--- src/inc/dfpc_map.vh ---
// Register map, field positions, reset values and timing counts for the fan drive block.
// Assumes byte-wide registers reached at their printed offsets.
`ifndef DFPC_MAP_VH
`define DFPC_MAP_VH

// ****************************************************************
// Register offsets
// ****************************************************************
`define DFPC_OFS_FAN_ONE_DRIVE  8'h56
`define DFPC_OFS_FAN_TWO_DRIVE  8'h57
`define DFPC_OFS_FAN_CLOCKING   8'h58

// ****************************************************************
// Reset values
// ****************************************************************
`define DFPC_RST_FAN_DRIVE      8'h00
`define DFPC_RST_FAN_CLOCKING   8'h50

// ****************************************************************
// Field positions
// ****************************************************************
`define DFPC_DRV_STATIC_BIT     0
`define DFPC_DRV_DUTY_LSB       1
`define DFPC_DRV_DUTY_MSB       6
`define DFPC_DRV_CLKSEL_BIT     7
`define DFPC_CTL_SRC_A_BIT      0
`define DFPC_CTL_SRC_B_BIT      1
`define DFPC_CTL_MUL_A_BIT      2
`define DFPC_CTL_MUL_B_BIT      3
`define DFPC_CTL_DIV_A_LSB      4
`define DFPC_CTL_DIV_A_MSB      5
`define DFPC_CTL_DIV_B_LSB      6
`define DFPC_CTL_DIV_B_MSB      7

// ****************************************************************
// Timing: base step periods in ns, converted to 100 MHz cycles
// ****************************************************************
`define DFPC_CLK_PERIOD_NS      10
`define DFPC_STEP_T00_NS        320
`define DFPC_STEP_T01_NS        160
`define DFPC_STEP_T10_NS        80
`define DFPC_STEP_T11_NS        40
`define DFPC_TACH_BASE_NS       1000

`endif

--- src/design/dfpc_prescale.v ---
// Per-channel step prescaler for the fan pulse generator.
// Assumes one system clock; emits one-cycle step enables.
`timescale 1ns/1ns

module dfpc_prescale #(
  parameter integer CW   = 16,
  parameter integer DIV0 = 32,
  parameter integer DIV1 = 16,
  parameter integer DIV2 = 8,
  parameter integer DIV3 = 4
) (
  // Clock and reset
  input  wire          clk_sys_i,
  input  wire          reset_i,
  // Select
  input  wire [1:0]    sel_i,
  input  wire          double_i,
  // Step enable
  output reg           step_o
);

  // ****************************************************************
  // Divider
  // ****************************************************************
  reg  [CW-1:0] cnt_q;
  reg  [CW-1:0] lim;

  always @* begin
    case (sel_i)
      2'h0:    lim = DIV0[CW-1:0];
      2'h1:    lim = DIV1[CW-1:0];
      2'h2:    lim = DIV2[CW-1:0];
      default: lim = DIV3[CW-1:0];
    endcase
    // Halving the step period doubles the output frequency
    if (double_i) begin
      lim = lim >> 1;
    end
    if (lim == {CW{1'b0}}) begin
      lim = {{(CW-1){1'b0}}, 1'b1};
    end
  end

  always @(posedge clk_sys_i) begin
    if (reset_i) begin
      cnt_q  <= {CW{1'b0}};
      step_o <= 1'b0;
    end else if (cnt_q >= lim - {{(CW-1){1'b0}}, 1'b1}) begin
      // Compare with >= so a shorter new period never overruns
      cnt_q  <= {CW{1'b0}};
      step_o <= 1'b1;
    end else begin
      cnt_q  <= cnt_q + {{(CW-1){1'b0}}, 1'b1};
      step_o <= 1'b0;
    end
  end

endmodule // dfpc_prescale

--- src/design/dfpc_top.v ---
// Two-channel fan drive: registers, duty generators and tachometer clock enables.
// Assumes a plain register port synchronous to clk_sys_i, 100 MHz.
// Functional notes
// - Static bit set drives the channel output continuously high, duty ignored.
// - Static bit clear modulates the output with the six-bit duty field.
// - Duty counts high steps out of 64; zero stays low, 63 leaves one low.
// - Drive bit 7 selects clock, combined with source and multiplier bits.
// - Control bit 0 is channel one source select, bit 1 channel two.
// - Control bits 2 and 3 double each channel's output frequency when set.
// - Control bits 5:4 and 7:6 divide tachometer clock by 1,2,4,8; default 2.
//
// The plain strobed port was chosen for this implementation.
`timescale 1ns/1ns
`include "dfpc_map.vh"

module dfpc_top #(
  parameter integer CW      = 16,
  parameter integer STEP_00 = (`DFPC_STEP_T00_NS + `DFPC_CLK_PERIOD_NS - 1) / `DFPC_CLK_PERIOD_NS,
  parameter integer STEP_01 = (`DFPC_STEP_T01_NS + `DFPC_CLK_PERIOD_NS - 1) / `DFPC_CLK_PERIOD_NS,
  parameter integer STEP_10 = (`DFPC_STEP_T10_NS + `DFPC_CLK_PERIOD_NS - 1) / `DFPC_CLK_PERIOD_NS,
  parameter integer STEP_11 = (`DFPC_STEP_T11_NS + `DFPC_CLK_PERIOD_NS - 1) / `DFPC_CLK_PERIOD_NS,
  parameter integer TACH_BASE = (`DFPC_TACH_BASE_NS + `DFPC_CLK_PERIOD_NS - 1) /
                                `DFPC_CLK_PERIOD_NS
) (
  // Clock and reset
  input  wire          clk_sys_i,
  input  wire          reset_i,
  // Register port
  input  wire [7:0]    reg_addr_i,
  input  wire [7:0]    reg_wdata_i,
  input  wire          reg_wr_i,
  input  wire          reg_rd_i,
  output reg  [7:0]    reg_rdata_o,
  // Fan outputs
  output reg           drive_out_a_o,
  output reg           drive_out_b_o,
  // Tachometer counting enables
  output reg           tach_tick_a_o,
  output reg           tach_tick_b_o
);

  // ****************************************************************
  // Registers
  // ****************************************************************
  reg  [7:0] fan_one_drive_q;
  reg  [7:0] fan_two_drive_q;
  reg  [7:0] fan_clocking_control_q;

  // Reset models the standby power-on reset of the register file
  always @(posedge clk_sys_i) begin
    if (reset_i) begin
      fan_one_drive_q        <= `DFPC_RST_FAN_DRIVE;
      fan_two_drive_q        <= `DFPC_RST_FAN_DRIVE;
      fan_clocking_control_q <= `DFPC_RST_FAN_CLOCKING;
    end else if (reg_wr_i) begin
      case (reg_addr_i)
        `DFPC_OFS_FAN_ONE_DRIVE: fan_one_drive_q        <= reg_wdata_i;
        `DFPC_OFS_FAN_TWO_DRIVE: fan_two_drive_q        <= reg_wdata_i;
        `DFPC_OFS_FAN_CLOCKING:  fan_clocking_control_q <= reg_wdata_i;
        default: ;
      endcase
    end
  end

  // Unmapped addresses read zero; data valid only in the cycle after the strobe
  always @(posedge clk_sys_i) begin
    if (reset_i) begin
      reg_rdata_o <= 8'h00;
    end else if (reg_rd_i) begin
      case (reg_addr_i)
        `DFPC_OFS_FAN_ONE_DRIVE: reg_rdata_o <= fan_one_drive_q;
        `DFPC_OFS_FAN_TWO_DRIVE: reg_rdata_o <= fan_two_drive_q;
        `DFPC_OFS_FAN_CLOCKING:  reg_rdata_o <= fan_clocking_control_q;
        default:                 reg_rdata_o <= 8'h00;
      endcase
    end else begin
      reg_rdata_o <= 8'h00;
    end
  end

  // ****************************************************************
  // Channel fields
  // ****************************************************************
  wire [7:0] drv [0:1];
  wire [1:0] src;
  wire [1:0] mul;
  wire [3:0] tdiv;
  wire [1:0] step;
  wire [1:0] pwm;
  wire [1:0] tick;

  assign drv[0] = fan_one_drive_q;
  assign drv[1] = fan_two_drive_q;
  assign src[0] = fan_clocking_control_q[`DFPC_CTL_SRC_A_BIT];
  assign src[1] = fan_clocking_control_q[`DFPC_CTL_SRC_B_BIT];
  assign mul[0] = fan_clocking_control_q[`DFPC_CTL_MUL_A_BIT];
  assign mul[1] = fan_clocking_control_q[`DFPC_CTL_MUL_B_BIT];
  assign tdiv[1:0] = fan_clocking_control_q[`DFPC_CTL_DIV_A_MSB:`DFPC_CTL_DIV_A_LSB];
  assign tdiv[3:2] = fan_clocking_control_q[`DFPC_CTL_DIV_B_MSB:`DFPC_CTL_DIV_B_LSB];

  // ****************************************************************
  // Tachometer base divider, shared by both channels
  // ****************************************************************
  reg  [CW-1:0] tbase_q;
  reg           tbase_en_q;

  always @(posedge clk_sys_i) begin
    if (reset_i) begin
      tbase_q    <= {CW{1'b0}};
      tbase_en_q <= 1'b0;
    end else if (tbase_q == TACH_BASE[CW-1:0] - {{(CW-1){1'b0}}, 1'b1}) begin
      tbase_q    <= {CW{1'b0}};
      tbase_en_q <= 1'b1;
    end else begin
      tbase_q    <= tbase_q + {{(CW-1){1'b0}}, 1'b1};
      tbase_en_q <= 1'b0;
    end
  end

  // ****************************************************************
  // Per-channel pulse generator and tachometer divider
  // ****************************************************************
  genvar g;
  generate
    for (g = 0; g < 2; g = g + 1) begin : g_ch
      reg  [5:0] phase_q;
      reg        out_q;
      reg  [2:0] tcnt_q;
      reg        tick_q;
      wire [5:0] duty = drv[g][`DFPC_DRV_DUTY_MSB:`DFPC_DRV_DUTY_LSB];
      wire [2:0] tmask;

      // Clock select and source select pick one of four base rates
      dfpc_prescale #(
        .CW   (CW),
        .DIV0 (STEP_00),
        .DIV1 (STEP_01),
        .DIV2 (STEP_10),
        .DIV3 (STEP_11)
      ) u_pre (
        .clk_sys_i (clk_sys_i),
        .reset_i   (reset_i),
        .sel_i     ({drv[g][`DFPC_DRV_CLKSEL_BIT], src[g]}),
        .double_i  (mul[g]),
        .step_o    (step[g])
      );

      // 64 steps per period: high while phase is below the duty code
      always @(posedge clk_sys_i) begin
        if (reset_i) begin
          phase_q <= 6'h00;
          out_q   <= 1'b0;
        end else begin
          if (step[g]) begin
            phase_q <= phase_q + 6'h01;
          end
          if (drv[g][`DFPC_DRV_STATIC_BIT]) begin
            out_q <= 1'b1;
          end else begin
            out_q <= (phase_q < duty);
          end
        end
      end

      // Divisor 1,2,4,8 from a 2-bit code
      assign tmask = (tdiv[2*g+1:2*g] == 2'h0) ? 3'h0 :
                     (tdiv[2*g+1:2*g] == 2'h1) ? 3'h1 :
                     (tdiv[2*g+1:2*g] == 2'h2) ? 3'h3 : 3'h7;

      always @(posedge clk_sys_i) begin
        if (reset_i) begin
          tcnt_q <= 3'h0;
          tick_q <= 1'b0;
        end else if (tbase_en_q) begin
          tcnt_q <= tcnt_q + 3'h1;
          tick_q <= ((tcnt_q & tmask) == tmask);
        end else begin
          tick_q <= 1'b0;
        end
      end

      assign pwm[g]  = out_q;
      assign tick[g] = tick_q;
    end
  endgenerate

  always @* begin
    drive_out_a_o = pwm[0];
    drive_out_b_o = pwm[1];
    tach_tick_a_o = tick[0];
    tach_tick_b_o = tick[1];
  end

endmodule // dfpc_top

--- config.mk ---
export PLATFORM = sky130hd
export DESIGN_NAME = dfpc_top
export DESIGN_NICKNAME = d
export VERILOG_FILES = /design/src/design/dfpc_prescale.v /design/src/design/dfpc_top.v
export VERILOG_INCLUDE_DIRS = /design/src /design/src/inc
export SDC_FILE = /design/constraint.sdc
export NUM_CORES = 1
export LEC_CHECK = 0
export BUFFER_PORTS_ARGS = -buffer_cell sky130_fd_sc_hd__buf_4
export CAP_MARGIN = 20
export CORE_ASPECT_RATIO = 0.5
export CORE_UTILIZATION = 45
export CTS_CLUSTER_SIZE = 20
export DETAILED_ROUTE_END_ITERATION = 7
export GPL_TIMING_DRIVEN = 0
export SKIP_CTS_REPAIR_TIMING = 1
export SLEW_MARGIN = 20
export SYNTH_ARGS = -nofsm -noshare
export SYNTH_HDL_FRONTEND = slang
export SYNTH_SLANG_ARGS = --single-unit
--- constraint.sdc ---
create_clock -name clk_sys_i -period 2.9 [get_ports clk_sys_i]
set_input_delay 0.58 -clock clk_sys_i [delete_from_list [all_inputs] [get_ports clk_sys_i]]
set_output_delay 0.58 -clock clk_sys_i [all_outputs]
set_load 0.01 [all_outputs]
==> metrics.md <==
| Metric | Value |
|---|---|
| Number of failing setup endpoints in the final timing report | 0 |
| Post-synthesis async set-or-reset flop share | 0% |
| Commonest cells post-synth | sky130_fd_sc_hd__dfxtp_1 (105), sky130_fd_sc_hd__nor2_1 (93), sky130_fd_sc_hd__ha_1 (39) |
| Overall power after layout | 0.00283 W |
| Unrepaired setup endpoints after global routing | false |
| Path class of the lowest-slack min-delay path | reg -> reg |
| Number of filler cells placed in the layout | 983 |
| Power density over the cells | 510 nW/um^2 |
| GRT overflow | 0 |
| Routability congestion estimate from global placement | 0.756 |
| # diodes | 0 |
| Root cell of the clock tree | sky130_fd_sc_hd__clkbuf_16 |
| Sink Count | 105 |
| Combined global-route utilization of all metal layers | 18.2% |
| Drt wl/cell | roughly 13 microns |
| Run status | complete, but fails checks |
| Maximum root-to-sink buffer count | 2 |
| Cells along the critical path | or3_1 -> ha_1 -> a21oi_1 -> o21ai_0 -> o2bb2ai_1 -> or4_1 -> buf_2 -> buf_6 -> nor2_1 |
| Post-route setup slack | between 500 and 600 ps |
| Height of the chip | 74.7 microns |
| Number of placed I/O pins | 32 |
| Critical path capture point type | flip-flop |
| Critical path class | reg -> reg |
| Maximum level of the CTS H-tree | 3 |
| Worst Path Required | 3180 ps |
| Share of layout cells above drive strength 1 | between 10% and 20% |
| Most area-consuming cells after synthesis | sky130_fd_sc_hd__dfxtp_1 (44%), sky130_fd_sc_hd__ha_1 (10%), sky130_fd_sc_hd__nor2_1 (7.3%), sky130_fd_sc_hd__xnor2_1 (4.2%), sky130_fd_sc_hd__xor2_1 (4.0%) |
| Register bit total from synthesis | 105 |
| # placed instances | 708 |
| Share of the yosys chip area belonging to registers | roughly 44% |
| Number of antenna violations at the first check in global routing | 0 |
| Max Clock Freq | 422 MHz |
| Clock Pin Slew Worst Setup and Hold Paths | 80 ps |
| Detailed-route via count | 3573 |
| Worst slew slack as a fraction of its limit | 48.8% |
| Count of port buffers added during placement | 30 |
| IR drop worst, VDD | 0.229 mV |
| Yosys warning count | 0 |
| Final Hold Violating Endpoints | 0 |
| Dpl ws | 473 ps |
| Share of the clock period used by the worst path after layout | 81.8% |
| Number of non-filler instances in the completed layout | just over 700 |
| DRT iter0 DRCs | 163 |
| Pin count of the biggest net entering global routing | 21 |
| Number of cell rows | 26 |
| Failing checks | design-rule violations |
| Clock latency on the worst-skew pair | 350 ps |
| P&R area growth vs syn | 16.6% |
| Critical path startpoint category | flip-flop |
| Library cell with the largest summed area after synthesis | sky130_fd_sc_hd__dfxtp_1 |
| Post-synth EDFFs | 0 |
| Portion of synthesized cell area occupied by the leading cell type | 44.2% |
| Area of the mapped netlist | about 4800 sq um |
| Cell with the most instances after synthesis | sky130_fd_sc_hd__dfxtp_1 |
| Final Slew Violations | 0 |
| Crit path max fanout | 10 |
| Floorplan Core Area | between 10000 and 15000 sq um |
| Via count of the first global-routing pass | 3241 |
| Synthesized netlist cell count | 517 |
| Dominant synthesized flop cell | sky130_fd_sc_hd__dfxtp_1 |
| Worst-margin pin slew | 762 ps |
| Count of antenna-violating nets left after detailed routing | 0 |
| Number of max-capacitance violations reported | 0 |
| Critical path arrival | about 2700 ps |
| Wire length of the first global-routing pass | 15500 microns |
| Final TNS setup | 0 ps |
| Vias per Instance | 4.94 |
| Area of the die | between 10000 and 15000 sq um |
| Clock tree from TritonCTS | built |
| # DRC | 1 |
| Delay of the slowest critical-path stage | 510 ps |
| Final hold slack | 464 ps |
| Setup clock skew after layout | ~9 ps |
| Tmin final | approximately 2400 ps |
| Cell with the largest stage delay on the worst path | sky130_fd_sc_hd__or4_1 |
| Count of TritonRoute iterations in the first routing pass | 6 |
| Total wire length after detailed routing | 9360 microns |
| Unique cell type count in the Yosys netlist | 48 |
| Effective utilization at floorplan | 46.4% |
| Leakage dissipation | 2.29 nW |
| Detail Placement HPWL | 6840 microns |
| Nets | 638 |
| CTS buffer count | 9 |
| Post-Syn Area per Cell | 9.20 sq um |
| Chip Width | 147 microns |
critical path: cells and delay by family (launching register included):
| kind | cells | cell delay [ps] |
|---|---|---|
| AOI/OAI and AO/OA | 3 | 390 |
| adders and majority gates | 1 | 190 |
| buffers and inverters | 2 | 350 |
| DFF | 1 | 370 |
| and+or+nand+nor | 3 | 1010 |
layer usage:
metal | up-vias | wire length [microns] | GRT usage (%)
li1 | 1894 | - | -
met1 | 1642 | 4750 | 22.9
met2 | 29 | 4300 | 31.0
met3 | 8 | 233 | 5.03
met4 | 0 | 76 | 5.84
met5 | - | 0 | 0
worst paths after layout:
path / startpoint / slack [ps] / cells past startpoint / endpoint
max: fan_one_drive_q[7] / 530 / 9 / g_ch[0].u_pre.cnt_q[15]
min: g_ch[1].u_pre.cnt_q[0] / 460 / 1 / g_ch[1].u_pre.cnt_q[0]
max reg2reg: fan_one_drive_q[7] / 530 / 9 / g_ch[0].u_pre.cnt_q[15]
min reg2reg: g_ch[1].u_pre.cnt_q[0] / 460 / 1 / g_ch[1].u_pre.cnt_q[0]
flip-flops by register name, indices dropped and copies added, names as in the netlist:
name                    count
g_ch.u_pre.cnt_q           32
tbase_q                    16
g_ch.phase_q               12
fan_clocking_control_q      8
fan_one_drive_q             8
fan_two_drive_q             8
reg_rdata_o                 8
g_ch.tcnt_q                 6
g_ch.u_pre.step_o           2
drive_out_a_o               1
drive_out_b_o               1
tach_tick_a_o               1
tach_tick_b_o               1
tbase_en_q                  1
placed cells by master, fill, tap and decap left out, drive strengths merged, types with 4 or more instances in the layout:
cell type  instances
o21ai             12
and3               8
inv               25
nor3              11
nand2b             7
a21oi             23
or3                5
nor2              95
xnor2             23
ha                39
buf               36
dfxtp            105
nand4             12
mux2i             18
a222oi             6
a211o              4
nand2             28
xor2              22
nor4               4
conb              23
nand3             23
clkbuf            19
area by class of cell:
class	count	area, sq um	share of cell area (%)
multi-input combinational	397	2580	46.6
sequential	105	2100	37.9
inverter	21	78.8	1.42
clock buffer	10	239	4.31
timing repair buffer	30	225	4.06
buffer	15	73.8	1.33
tap	140	175	3.16
clock inverter	6	70.1	1.26
stage by stage:
step	cell area (sq um)	utilization (%)
after floorplan	4840	-
after global placement	5240	51.1
after detailed placement	5240	51.1
after CTS	5550	54.1
after global routing	5550	54.1
final	5550	54.1
cells by family (layout without fill, tap and decap cells):
family	Yosys count	count (layout)	synth area share, %
multiplexers	18	18	3.79
adder cells (fa/ha/maj)	39	39	10.3
AND/OR/NAND/NOR	208	208	20.9
flip-flops	105	105	44.2
AO/OA/AOI/OAI	64	64	9.28
other	2	23	0.158
buffers and inverters	36	82	3.21
XOR/XNOR	45	45	8.28
power by group:
group	switching (W)	internal (W)	total (W)
registers	0.0000171	0.00146	0.00148
logic	0.0000670	0.0000562	0.000123
clock network	0.000595	0.000637	0.00123
total	0.000679	0.00215	0.00283
(Power assumes the default switching activity.)
